### config.mk
export PLATFORM = sky130hd
export DESIGN_NAME = swg_top
export DESIGN_NICKNAME = d
export VERILOG_FILES = /design/src/rtl/swg_pkg.sv /design/src/rtl/swg_gate_if.sv /design/src/rtl/swg_wake_gate.sv /design/src/rtl/swg_top.sv
export SDC_FILE = /design/constraint.sdc
export NUM_CORES = 1
export LEC_CHECK = 0
export BUFFER_PORTS_ARGS = -buffer_cell sky130_fd_sc_hd__clkbuf_2
export CORE_MARGIN = 3
export CORE_UTILIZATION = 46
export DETAILED_ROUTE_END_ITERATION = 8
export PLACE_DENSITY = 0.84
export SYNTH_ARGS = -nofsm -noshare
export SYNTH_HDL_FRONTEND = slang
export SYNTH_HIERARCHICAL = 1
export SYNTH_SLANG_ARGS = --single-unit
### constraint.sdc
create_clock -name core_clk -period 2.17 [get_ports core_clk]
set_input_delay 0.3255 -clock core_clk [delete_from_list [all_inputs] [get_ports core_clk]]
set_output_delay 0.3255 -clock core_clk [all_outputs]
set_load 0.1 [all_outputs]
### src/rtl/swg_pkg.sv
// constants and types shared by the sleep wake source gating block
package swg_pkg;
  localparam int unsigned NUM_SRC = 5;
  localparam int unsigned NUM_PIN = 2;
  localparam int unsigned ADDR_W  = 5;

  // source positions, shared by enable, status, mask and event vectors
  localparam int unsigned SRC_PULSE  = 0;
  localparam int unsigned SRC_FMCH1  = 1;
  localparam int unsigned SRC_FMCH2  = 2;
  localparam int unsigned SRC_ORIENT = 3;
  localparam int unsigned SRC_JOLT   = 4;

  // register byte offsets
  localparam logic [4:0] OFS_WAKE_EN  = 5'h00;
  localparam logic [4:0] OFS_PIN_CFG  = 5'h04;
  localparam logic [4:0] OFS_EVT_STAT = 5'h08;
  localparam logic [4:0] OFS_EVT_MASK = 5'h0c;
  localparam logic [4:0] OFS_STATE    = 5'h10;

  // field positions
  localparam int unsigned POS_POLARITY = 0;
  localparam int unsigned POS_SLEEP    = 0;
  localparam int unsigned POS_WAKE_REQ = 1;
  localparam int unsigned POS_RAW_EVT  = 8;

  // reset values
  localparam logic [4:0] RST_WAKE_EN  = 5'h00;
  localparam logic       RST_POLARITY = 1'h0;
  localparam logic [4:0] RST_EVT_MASK = 5'h00;
  localparam logic [1:0] RST_PIN      = 2'h3;

  typedef logic [NUM_SRC-1:0] swg_src_t;
endpackage

### src/rtl/swg_gate_if.sv
// bundle between the register side and the wake gate
`timescale 1ns/1ps
interface swg_gate_if;
  logic [4:0] wake_en;
  logic [4:0] events;
  logic       sleep;
  logic [4:0] hit;
  modport gate (input wake_en, input events, input sleep, output hit);
  modport ctrl (output wake_en, output events, output sleep, input hit);
endinterface

### src/rtl/swg_wake_gate.sv
// per-source wake gating during sleep
`timescale 1ns/1ps
module swg_wake_gate (
  swg_gate_if.gate gif
);
  import swg_pkg::*;

  genvar i;
  generate
    for (i = 0; i < NUM_SRC; i++) begin : g_src
      // disabled sources are simply bypassed while asleep
      assign gif.hit[i] = gif.sleep & gif.wake_en[i] & gif.events[i];
    end
  endgenerate
endmodule

### src/rtl/swg_top.sv
// sleep wake source gating with avalon register slave and pin polarity
// Overview of operation
// pulse wakes only when its enable set
// motion channel 1 wakes only when enabled
// motion channel 2 wakes only when enabled
// orientation wakes when its enable set
// pin polarity setting, resets to zero
// polarity 0 active low, 1 high
// jolt wakes only when its enable set
// enabled event in sleep raises wake request
//
// Local design decisions: the register offsets and the Avalon-MM register port.
`timescale 1ns/1ps
module swg_top (
  // clock and reset
  input  wire logic                       core_clk,
  input  wire logic                       srst,
  // avalon-mm slave
  input  wire logic [swg_pkg::ADDR_W-1:0] avs_address,
  input  wire logic                       avs_read,
  input  wire logic                       avs_write,
  input  wire logic [3:0]                 avs_byteenable,
  input  wire logic [31:0]                avs_writedata,
  output logic [31:0]                     avs_readdata,
  output logic                            avs_waitrequest,
  // detection engines and power-mode controller
  input  wire logic [swg_pkg::NUM_SRC-1:0] det_event,
  input  wire logic                        sleep_state,
  output logic                             wake_req,
  // internal interrupt lines and pins
  input  wire logic [swg_pkg::NUM_PIN-1:0] irq_line,
  output logic [swg_pkg::NUM_PIN-1:0]      int_pin,
  // software interrupt
  output logic                             irq
);
  import swg_pkg::*;

  function automatic logic [31:0] widen5(input logic [4:0] v);
    widen5 = {27'h0000000, v};
  endfunction

  swg_src_t            wake_en_reg,  wake_en_next;
  logic                pol_reg,      pol_next;
  swg_src_t            stat_reg,     stat_next;
  swg_src_t            mask_reg,     mask_next;
  logic                wait_reg,     wait_next;
  logic [31:0]         rdata_reg,    rdata_next;
  logic                wake_reg,     wake_next;
  logic [NUM_PIN-1:0]  pin_reg,      pin_next;
  logic                irq_reg,      irq_next;
  logic                req;
  logic                acc;
  logic                wr_lane0;

  swg_gate_if gif ();

  assign gif.wake_en = wake_en_reg;
  assign gif.events  = det_event;
  assign gif.sleep   = sleep_state;

  swg_wake_gate u_gate (
    .gif (gif.gate)
  );

  assign req      = avs_read | avs_write;
  // access completes in the one cycle waitrequest is low
  assign acc      = req & ~wait_reg;
  assign wr_lane0 = acc & avs_write & avs_byteenable[0];

  // bus handshake and read data
  always_comb begin
    wait_next  = ~(req & wait_reg);
    rdata_next = rdata_reg;
    if (req && wait_reg && avs_read) begin
      case (avs_address)
        OFS_WAKE_EN:  rdata_next = widen5(wake_en_reg);
        OFS_PIN_CFG:  rdata_next = {31'h00000000, pol_reg};
        OFS_EVT_STAT: rdata_next = widen5(stat_reg);
        OFS_EVT_MASK: rdata_next = widen5(mask_reg);
        OFS_STATE: begin
          rdata_next = 32'h00000000;
          rdata_next[POS_SLEEP]    = sleep_state;
          rdata_next[POS_WAKE_REQ] = wake_reg;
          rdata_next[POS_RAW_EVT +: NUM_SRC] = det_event;
        end
        default:      rdata_next = 32'h00000000;
      endcase
    end
  end

  always_ff @(posedge core_clk) begin
    if (srst) begin
      wait_reg  <= 1'b1;
      rdata_reg <= 32'h00000000;
    end else begin
      wait_reg  <= wait_next;
      rdata_reg <= rdata_next;
    end
  end

  // configuration registers
  always_comb begin
    wake_en_next = wake_en_reg;
    pol_next     = pol_reg;
    mask_next    = mask_reg;
    if (wr_lane0) begin
      case (avs_address)
        OFS_WAKE_EN:  wake_en_next = avs_writedata[NUM_SRC-1:0];
        OFS_PIN_CFG:  pol_next     = avs_writedata[POS_POLARITY];
        OFS_EVT_MASK: mask_next    = avs_writedata[NUM_SRC-1:0];
        default:      ;
      endcase
    end
  end

  always_ff @(posedge core_clk) begin
    if (srst) begin
      wake_en_reg <= RST_WAKE_EN;
      pol_reg     <= RST_POLARITY;
      mask_reg    <= RST_EVT_MASK;
    end else begin
      wake_en_reg <= wake_en_next;
      pol_reg     <= pol_next;
      mask_reg    <= mask_next;
    end
  end

  // wake request, sticky status, interrupt and pins
  always_comb begin
    stat_next = stat_reg;
    if (wr_lane0 && avs_address == OFS_EVT_STAT) begin
      stat_next = stat_reg & ~avs_writedata[NUM_SRC-1:0];
    end
    // a hit in the clearing cycle must not be lost
    stat_next = stat_next | gif.hit;
    wake_next = |gif.hit;
    irq_next  = |(stat_next & mask_reg);
    // pol 0 drives the pin low while the line is asserted
    pin_next  = pol_reg ? irq_line : ~irq_line;
  end

  always_ff @(posedge core_clk) begin
    if (srst) begin
      stat_reg <= '0;
      wake_reg <= 1'b0;
      irq_reg  <= 1'b0;
      pin_reg  <= RST_PIN;
    end else begin
      stat_reg <= stat_next;
      wake_reg <= wake_next;
      irq_reg  <= irq_next;
      pin_reg  <= pin_next;
    end
  end

  assign avs_readdata    = rdata_reg;
  assign avs_waitrequest = wait_reg;
  assign wake_req        = wake_reg;
  assign int_pin         = pin_reg;
  assign irq             = irq_reg;

  property p_pulse_gate;
    @(posedge core_clk) disable iff (srst)
    sleep_state && det_event == 5'h01 |=> wake_reg == $past(wake_en_reg[SRC_PULSE]);
  endproperty
  a_pulse_gate: assert property (p_pulse_gate) else $error("pulse gating wrong");

  property p_ch1_gate;
    @(posedge core_clk) disable iff (srst)
    sleep_state && det_event == 5'h02 |=> wake_reg == $past(wake_en_reg[SRC_FMCH1]);
  endproperty
  a_ch1_gate: assert property (p_ch1_gate) else $error("motion ch1 gating wrong");

  property p_ch2_gate;
    @(posedge core_clk) disable iff (srst)
    sleep_state && det_event == 5'h04 && !wake_en_reg[SRC_FMCH2] |=> !wake_reg;
  endproperty
  a_ch2_gate: assert property (p_ch2_gate) else $error("motion ch2 not bypassed");

  property p_orient_wake;
    @(posedge core_clk) disable iff (srst)
    sleep_state && det_event[SRC_ORIENT] && wake_en_reg[SRC_ORIENT]
      |=> wake_reg && stat_reg[SRC_ORIENT];
  endproperty
  a_orient_wake: assert property (p_orient_wake) else $error("orientation did not wake");

  property p_pol_reset;
    @(posedge core_clk)
    srst |=> !pol_reg && int_pin == RST_PIN;
  endproperty
  a_pol_reset: assert property (p_pol_reset) else $error("polarity not reset to 0");

  property p_pin_level;
    @(posedge core_clk) disable iff (srst)
    ##1 $stable(pol_reg) |-> int_pin == ($past(pol_reg) ? $past(irq_line) : ~$past(irq_line));
  endproperty
  a_pin_level: assert property (p_pin_level) else $error("pin polarity wrong");

  property p_jolt_gate;
    @(posedge core_clk) disable iff (srst)
    sleep_state && det_event == 5'h10 |=> wake_reg == $past(wake_en_reg[SRC_JOLT]);
  endproperty
  a_jolt_gate: assert property (p_jolt_gate) else $error("jolt gating wrong");

  property p_no_wake_awake;
    @(posedge core_clk) disable iff (srst)
    !sleep_state || (det_event & wake_en_reg) == 5'h00 |=> !wake_reg;
  endproperty
  a_no_wake_awake: assert property (p_no_wake_awake) else $error("spurious wake request");

  property p_wake_any;
    @(posedge core_clk) disable iff (srst)
    sleep_state && (det_event & wake_en_reg) != 5'h00 |=> wake_reg;
  endproperty
  a_wake_any: assert property (p_wake_any) else $error("enabled event did not wake");

  // one wait-free cycle per request, so a held request is never taken on two cycles in a row
  property p_wait_pulse;
    @(posedge core_clk) disable iff (srst)
    !wait_reg |=> wait_reg;
  endproperty
  a_wait_pulse: assert property (p_wait_pulse) else $error("waitrequest low too long");

  property p_set_wins;
    @(posedge core_clk) disable iff (srst)
    gif.hit[SRC_PULSE] |=> stat_reg[SRC_PULSE] ##1 stat_reg[SRC_PULSE] ||
      $past(wr_lane0 && avs_address == OFS_EVT_STAT && avs_writedata[SRC_PULSE]);
  endproperty
  a_set_wins: assert property (p_set_wins) else $error("status event lost");
endmodule

# == After elaboration in Yosys (flattened, before gate mapping) ==
# Cells that the tools add are included.
# op_classes
eq_ne,4
n_mux,3
bitwise_logic,22
n_reduce_logical,9
# op_table
operator,n
$pmux 13 s5,1
$and 1x1->1,14
$and 5x5->5,2
$eq 5x4->1 const B,2
$reduce_or 5->1,2
$reduce_and 2->1,3
$eq 5x3->1 const B,1
$eq 5x5->1 const B,1
$logic_not 5->1,1
$mux 5,1
$not 5->5,1
$or 5x5->5,1
$logic_and 1x1->1,3
$mux 2,1
$not 1->1,2
$not 2->2,1
$or 1x1->1,1
# word_totals
register_bits,53
inputBits,53
elab_cells,47

# == Logic depth before layout (Yosys ltp) ==
# Gate-level depths: netlist (run 1).
# depth
ltp_word,9
ltp_mapped,7
depth_no_buf,5

# == By module ==
# The synthesis (run 1) kept the hierarchy.
# modules_own_cells
module,n_inst,cells_each,area_per_inst_um2,seq_area_each_um2
swg_top,1,167,1496.4,620.6
swg_wake_gate,1,5,31.3,0.0

# == Worst setup path after synthesis (run 1) ==
# Ideal clock, no wire load.
# synth_timing
path_kind,flip-flop to flip-flop
start,register wait_reg (netlist: avs_waitrequest)
end,register rdata_reg[2] (netlist: avs_readdata[2])
setup_ns,0.067
arrival_time_ns,1.850
t_required_ns,2.103
slack_ns,0.252
path_stages_with_launch,6
n_path_buf,0
cell_sequence,dfxtp_1 > nand2_1 > or4_1 > nor2_1 > a21oi_1 > nor2_1
# synth_between
elab_chain_cells,2
# synth_rtl
element,line_no,source
"start, declared",swg_top.sv:46,"logic wait_reg, wait_next;"
"start signal, assigned",swg_top.sv:96,wait_reg <= wait_next;
$logic_and 1x1->1 (2 in a row),swg_top.sv:74,if (req && wait_reg && avs_read) begin
"end signal, assigned",swg_top.sv:97,rdata_reg <= rdata_next;
"end, declared",swg_top.sv:47,"logic [31:0] rdata_reg, rdata_next;"
# Every way passes these cells.
# A chain may end at the register's enable or synchronous reset.

# == Worst setup path in the final report (run 1) ==
# layout_timing
start,register wait_reg (netlist: avs_waitrequest)
end,register irq_reg (netlist: irq)
# layout_between
elab_chain_cells,9
# layout_rtl
element,line_no,source
$not 1->1,swg_top.sv:67,assign acc = req & ~wait_reg;
$and 1x1->1,swg_top.sv:67,
$and 1x1->1 (2 in a row),swg_top.sv:68,assign wr_lane0 = acc & avs_write & avs_byteenable[0];
$logic_and 1x1->1,swg_top.sv:131,if (wr_lane0 && avs_address == OFS_EVT_STAT) begin
$mux 5,swg_top.sv:131,
$or 5x5->5,swg_top.sv:135,stat_next = stat_next | gif.hit;
$and 5x5->5,swg_top.sv:137,irq_next = |(stat_next & mask_reg);
$reduce_or 5->1,swg_top.sv:137,
"end signal, assigned",swg_top.sv:151,irq_reg <= irq_next;
"end, declared",swg_top.sv:50,"logic irq_reg, irq_next;"
# Every way passes these cells.

==> key figures, run 1 <==
Outcome
  – Run status: finished clean

Clock tree
  – Post-CTS setup buffers: 0
  – CTS clk-pin slew, worst paths: 0.10 ns
  – Worst skew pair latency: 0.34 ns
  – Clock tree buffer depth: 2
  – CTS sink cnt: 31
  – CTS buffer count: 5
  – Root buffer cell: clkbuf_4
  – Hold buffer count at cts: 0
  – H-tree depth: 2
  – CTS resizes: 0
  – CTS tree: yes

Power and ir drop
  – Maximum vdd drop: 0.0004602 V
  – Static Leak: 0.7998 nW
  – Power density over the cells: 752.6 nW/um^2

STA
  – Final-report setup violation count: 0
  – Slew Limit Fails: 0
  – F_max: 620.1 MHz
  – Final Cycle Share: 74.32%
  – Slew HR: 63.80%
  – Layout Skew: 0.01499 ns
  – Measured slew at the worst slew-check pin: 0.5453 ns
  – Minimum clock period: 1.613 ns
  – Slack of the critical path: 0.5572 ns
  – RSZ-0062 raised after global routing: no
  – Hold Fails Final Rpt: 0
  – Post-route setup TNS: 0 ns

Setup path
  – CP Cell Sequence: nand4bb_4, nor4_4, a31oi_1, a21oi_1, a41oi_1
  – Worst R2R Setup Slack: 0.56 ns
  – Slowest-stage cell, CP: nor4_4
  – Worst reg2reg path depth: 5
  – Worst path max stage delay: 0.39 ns
  – Reg-to-Reg Start: avs_waitrequest
  – Crit end category: flip-flop
  – Worst Path Arrival: 1.81 ns
  – Worst-path fanout max: 6
  – CP Class: flip-flop to flip-flop
  – Critical Path Source Type: flip-flop
  – FF-to-FF End: irq
  – Worst EP required: 2.37 ns

Layout
  – Final Net Count: 263
  – P&R area growth vs syn: 14.74%
  – Layout Cells excl Fill: 255
  – Antenna cells: 0
  – Number of flip-flops under the largest register name: 10
  – Fin area: 1753 um^2
  – Share of cells above drive strength 1: 26.54%
  – Post-layout util: 56.49%

Floorplanning
  – Chip height: 63.63 um
  – Die X-Extent: 63.63 um
  – Core area: 3103 um^2
  – I/O Pins: 90
  – Die ar.: 4049 um^2
  – Initial Util: 49.23%
  – Rows: 20

Hold path
  – Worst Hold Path Cells: 2
  – Hold EP: avs_waitrequest
  – Hold/Removal Path Class: primary input to flip-flop
  – Hold path start: avs_read

Drt
  – TritonRoute pass-1 iters: 4
  – Detailed Route Iter0 Violations: 83
  – WL per Instance: 12.42 um
  – Avg Vias per Cell: 4.992
  – Post-route ant nets: 0
  – WL final: 3.168 mm
  – DRC viols: 0
  – Via Count: 1273

Global route
  – Initial antenna violation count: 0
  – Largest net degree at the start of global routing: 15
  – Tot GR Track Use: 16.56%
  – First-pass GRT wire length: 5.188 mm
  – Grt ovf: 0
  – Vias in the first global route: 1157

Synthesis
  – Seq/Total Area, Yosys: 40.62%
  – Mapped cell area: 1528 um^2
  – Dominant synthesized flop cell: dfxtp_1
  – Avg Synthesized Cell Area: 8.882 um^2
  – Post-synth EDFFs: 0
  – FFs w/ async S/R, synth: 0%
  – Distinct cell type count of the synthesized netlist: 33
  – #FFs+latches synth: 31
  – Mapped Cells: 172
  – Synth warn: 6

Placed design
  – Place WS: 0.4460 ns
  – Buffers on Ports: 37
  – Routability cong.: 0.8524
  – Post-DP HPWL: 2.478 mm
  – Placed cells: 247
  – Post-DP Area: 1667 um^2

Flow run
  – Max cap viols: 0
==> cells in the final DEF, fill, tap and decap left out, types with 3 or more instances in the layout <==
| cell | instances |
|---|---|
| a22oi_1 | 11 |
| nor2_1 | 24 |
| mux2_2 | 4 |
| dfxtp_1 | 31 |
| inv_1 | 4 |
| and3_1 | 6 |
| o21ai_0 | 5 |
| nand2_1 | 10 |
| a21oi_1 | 11 |
| mux2i_1 | 6 |
| clkbuf_2 | 37 |
| clkbuf_4 | 5 |
| nand3_1 | 7 |
| a21boi_1 | 3 |
| conb_1 | 22 |
==> Yosys cell counts (2+ instances only) <==
cell type	number	share of area, %
nand3_1	7	2.3
a21oi_1	11	3.6
a31oi_1	2	0.82
dfxtp_1	31	41
inv_1	4	0.98
o21a_1	2	0.98
clkbuf_1	4	0.98
nor2_1	24	5.9
xor2_1	2	1.1
buf_4	22	11
a21boi_1	3	1.5
a22oi_1	11	5.4
o21ai_0	5	1.6
mux2_2	4	2.9
buf_2	3	0.98
mux2i_1	6	3.9
and3_1	6	2.5
nand2_1	10	2.5
==> power breakdown <==
part           internal, mW  switching [mW]  total (mW)
Combinational        0.0293           0.242       0.271
Sequential            0.573         0.00229       0.575
Clock                 0.272           0.201       0.473
Total                 0.874           0.445        1.32
==> per-layer routing <==
metal	share of wire, %	track usage (%)	up-vias
met3	8.5	5.169	2
met1	45	20.33	584
met5	0	0	-
met4	0.28	8.895	0
met2	47	25.68	54
li1	-	-	633
==> metrics by stage <==
step / total power, mW / hold WS, ns
floorplan: 0.8465 / 0.4414
global placement: 0.8576 / 0.4255
detailed placement: 0.8579 / 0.4320
CTS: 1.324 / 0.1787
global route: 1.362 / 0.1957
finish: 1.319 / 0.1823
==> kinds of logic (layout without fill, tap and decap cells) <==
logic type      after synthesis  count (layout)  synth area share, %
compound gates               37              37                15.31
buf+inv                      33              51                13.76
simple gates                 57              57                20.56
other cells                   1              22               0.2455
flops                        31              31                40.62
xor+xnor                      2               2                1.147
mux                          11              11                8.354
==> worst max path at each step <==
stage | startpoint | endpoint | slack (ns) | depth (start not counted)
global placement | avs_address[4] | irq | 0.45 | 6
finish | avs_waitrequest | irq | 0.56 | 5
detailed placement | avs_address[4] | irq | 0.45 | 6
CTS | avs_waitrequest | irq | 0.54 | 5
global route | avs_waitrequest | irq | 0.46 | 5
floorplan | avs_waitrequest | avs_readdata[2] | 0.25 | 5
==> final cells by class <==
class                      count  area, um^2
clock buffer                   6       51.30
clock inverter                 2       35.03
fill                         299        1350
inverter                       4       15.01
multi-input combinational    129       775.7
sequential                    31       620.6
tap                           44       55.05
timing repair buffer          39       200.2
==> worst max-delay path: cells and delay by family, from the launching register on <==
family / cells / cell delay [ns]
flip-flops: 1 / 0.35
AND/OR/NAND/NOR: 2 / 0.65
AO/OA/AOI/OAI: 3 / 0.46
(Power assumes the default switching activity.)
==> run 2, diff against run 1 <==
- CORE_UTILIZATION: 46 -> 43
- PLACE_DENSITY: 0.84 -> 0.79
- clock period: 2.17 -> 1.6 ns (I/O delays scaled with it)
==> key figures, run 2 (synthesized netlist as in run 1, its figures left out) <==
Outcome
  – Run status: finished clean (unchanged)

Placed design
  – Buffers on Ports: 37 (unchanged)
  – Post-DP HPWL: 2.558 mm (was 2.478 mm)
  – Routability cong.: 0.8740 (was 0.8524)
  – Placed cells: 259 (was 247)
  – Place WS: 0.04409 ns (was 0.4460 ns)
  – Post-DP Area: 1748 um^2 (was 1667 um^2)

Floorplanning
  – Initial Util: 45.07% (was 49.23%)
  – Rows: 21 (was 20)
  – Die ar.: 4304 um^2 (was 4049 um^2)
  – I/O Pins: 90 (unchanged)
  – Die X-Extent: 65.61 um (was 63.63 um)
  – Core area: 3390 um^2 (was 3103 um^2)
  – Chip height: 65.61 um (was 63.63 um)

Layout
  – Antenna cells: 0 (unchanged)
  – P&R area growth vs syn: 21.79% (was 14.74%)
  – Post-layout util: 54.89% (was 56.49%)
  – Commonest non-fill, non-tap cell in the layout: clkbuf_2 (unchanged)
  – Commonest cells after routing, fill and taps aside: clkbuf_2 (37), dfxtp_1 (30), nor2_1 (24), conb_1 (22), buf_4 (13) (was clkbuf_2 (37), dfxtp_1 (31), nor2_1 (24), conb_1 (22))
  – Share of cells above drive strength 1: 31.25% (was 26.54%)
  – Number of flip-flops under the largest register name: 10 (unchanged)
  – Fin area: 1861 um^2 (was 1753 um^2)
  – Final Net Count: 276 (was 263)
  – Layout Cells excl Fill: 270 (was 255)

Clock tree
  – Root buffer cell: clkbuf_4 (unchanged)
  – CTS tree: yes (unchanged)
  – CTS clk-pin slew, worst paths: 0.09 ns (was 0.10 ns)
  – H-tree depth: 2 (unchanged)
  – Hold buffer count at cts: 0 (unchanged)
  – CTS buffer count: 5 (unchanged)
  – Worst skew pair latency: 0.33 ns (was 0.34 ns)
  – CTS sink cnt: 31 (unchanged)
  – Clock tree buffer depth: 2 (unchanged)

Global route
  – Initial antenna violation count: 0 (unchanged)
  – Largest net degree at the start of global routing: 17 (was 15)
  – Tot GR Track Use: 16.71% (was 16.56%)
  – First-pass GRT wire length: 5.326 mm (was 5.188 mm)
  – Grt ovf: 0 (unchanged)
  – Vias in the first global route: 1163 (was 1157)

STA
  – Measured slew at the worst slew-check pin: 0.5403 ns (was 0.5453 ns)
  – Hold Fails Final Rpt: 0 (unchanged)
  – Slew HR: 64.13% (was 63.80%)
  – Post-route setup TNS: 0 ns (unchanged)
  – F_max: 659.2 MHz (was 620.1 MHz)
  – Final Cycle Share: 94.81% (was 74.32%)
  – Minimum clock period: 1.517 ns (was 1.613 ns)
  – Final hold slack: 0.1270 ns (was 0.1823 ns)
  – RSZ-0062 raised after global routing: yes (was no)
  – Slew Limit Fails: 0 (unchanged)
  – Slack of the critical path: 0.08311 ns (was 0.5572 ns)
  – Final-report setup violation count: 0 (unchanged)
  – Layout Skew: 0.007602 ns (was 0.01499 ns)

Setup path
  – Worst path max stage delay: 0.35 ns (was 0.39 ns)
  – Slowest-stage cell, CP: dfxtp_4 (was nor4_4)
  – CP Cell Sequence: nand4bb_4, buf_6, nor3_4, buf_4, nand3b_1, mux2i_1, nor2_1 (was nand4bb_4, nor4_4, a31oi_1, a21oi_1, a41oi_1)
  – Worst Path Arrival: 1.74 ns (was 1.81 ns)
  – Critical Path Source Type: flip-flop (unchanged)
  – Worst EP required: 1.82 ns (was 2.37 ns)
  – Worst-path fanout max: 4 (was 6)
  – Crit end category: flip-flop (unchanged)
  – CP Class: flip-flop to flip-flop (unchanged)

Drt
  – WL final: 3.414 mm (was 3.168 mm)
  – Detailed Route Iter0 Violations: 76 (was 83)
  – WL per Instance: 12.64 um (was 12.42 um)
  – TritonRoute pass-1 iters: 4 (unchanged)
  – Via Count: 1325 (was 1273)
  – DRC viols: 0 (unchanged)
  – Post-route ant nets: 0 (unchanged)
  – Avg Vias per Cell: 4.907 (was 4.992)

Power and ir drop
  – Maximum vdd drop: 0.0003061 V (was 0.0004602 V)
  – Total power: 1.681 mW (was 1.319 mW)
  – Static Leak: 0.8590 nW (was 0.7998 nW)
  – Power density over the cells: 903.5 nW/um^2 (was 752.6 nW/um^2)

Hold path
  – Hold/Removal Path Class: primary input to flip-flop (unchanged)

Flow run
  – Max cap viols: 0 (unchanged)
## run 2: power breakdown
group,total (mW),internal [mW],switching (mW)
clock network,0.514,0.258,0.256
logic,0.388,0.0525,0.336
registers,0.779,0.776,0.00247
## run 2: worst max-delay path: cells and delay by family (launching register included)
kind	cells	cell delay (ns)
buf+inv	2	0.31
simple gates	4	0.58
flops	1	0.35
mux	1	0.16
## run 2: area by class of cell
| cell class | count | area (um^2) |
|---|---|---|
| Inverter | 4 | 15.01 |
| Tap cell | 46 | 57.56 |
| Sequential cell | 31 | 624.3 |
| Clock buffer | 8 | 68.82 |
| Multi-Input combinational cell | 129 | 789.5 |
| Timing Repair Buffer | 52 | 305.3 |
| Fill cell | 304 | 1529 |
## run 2: final timing paths
check                        from              to  slack [ns]  cells past startpoint
setup / recovery  avs_waitrequest         pol_reg        0.08                      7
hold / removal        irq_line[0]      int_pin[0]        0.13                      3
setup reg to reg  avs_waitrequest         pol_reg        0.08                      7
hold reg to reg    gif.wake_en[1]  gif.wake_en[1]        0.48                      2
## run 2: timing repair
action / in CTS / in global routing
endpoints found under the setup margin: 0 / 7
setup buffers: 0 / 3
gates resized for setup: 0 / 4
## run 2: layer usage
layer	global-route usage, %	wire length (um)	part of all wire [%]	vias up
met1	20.34	1456	43	602
met2	26.68	1626	48	58
met3	5.299	275	8.1	5
met4	7.772	54	1.6	0
li1	-	-	-	660
met5	0	0	0	-
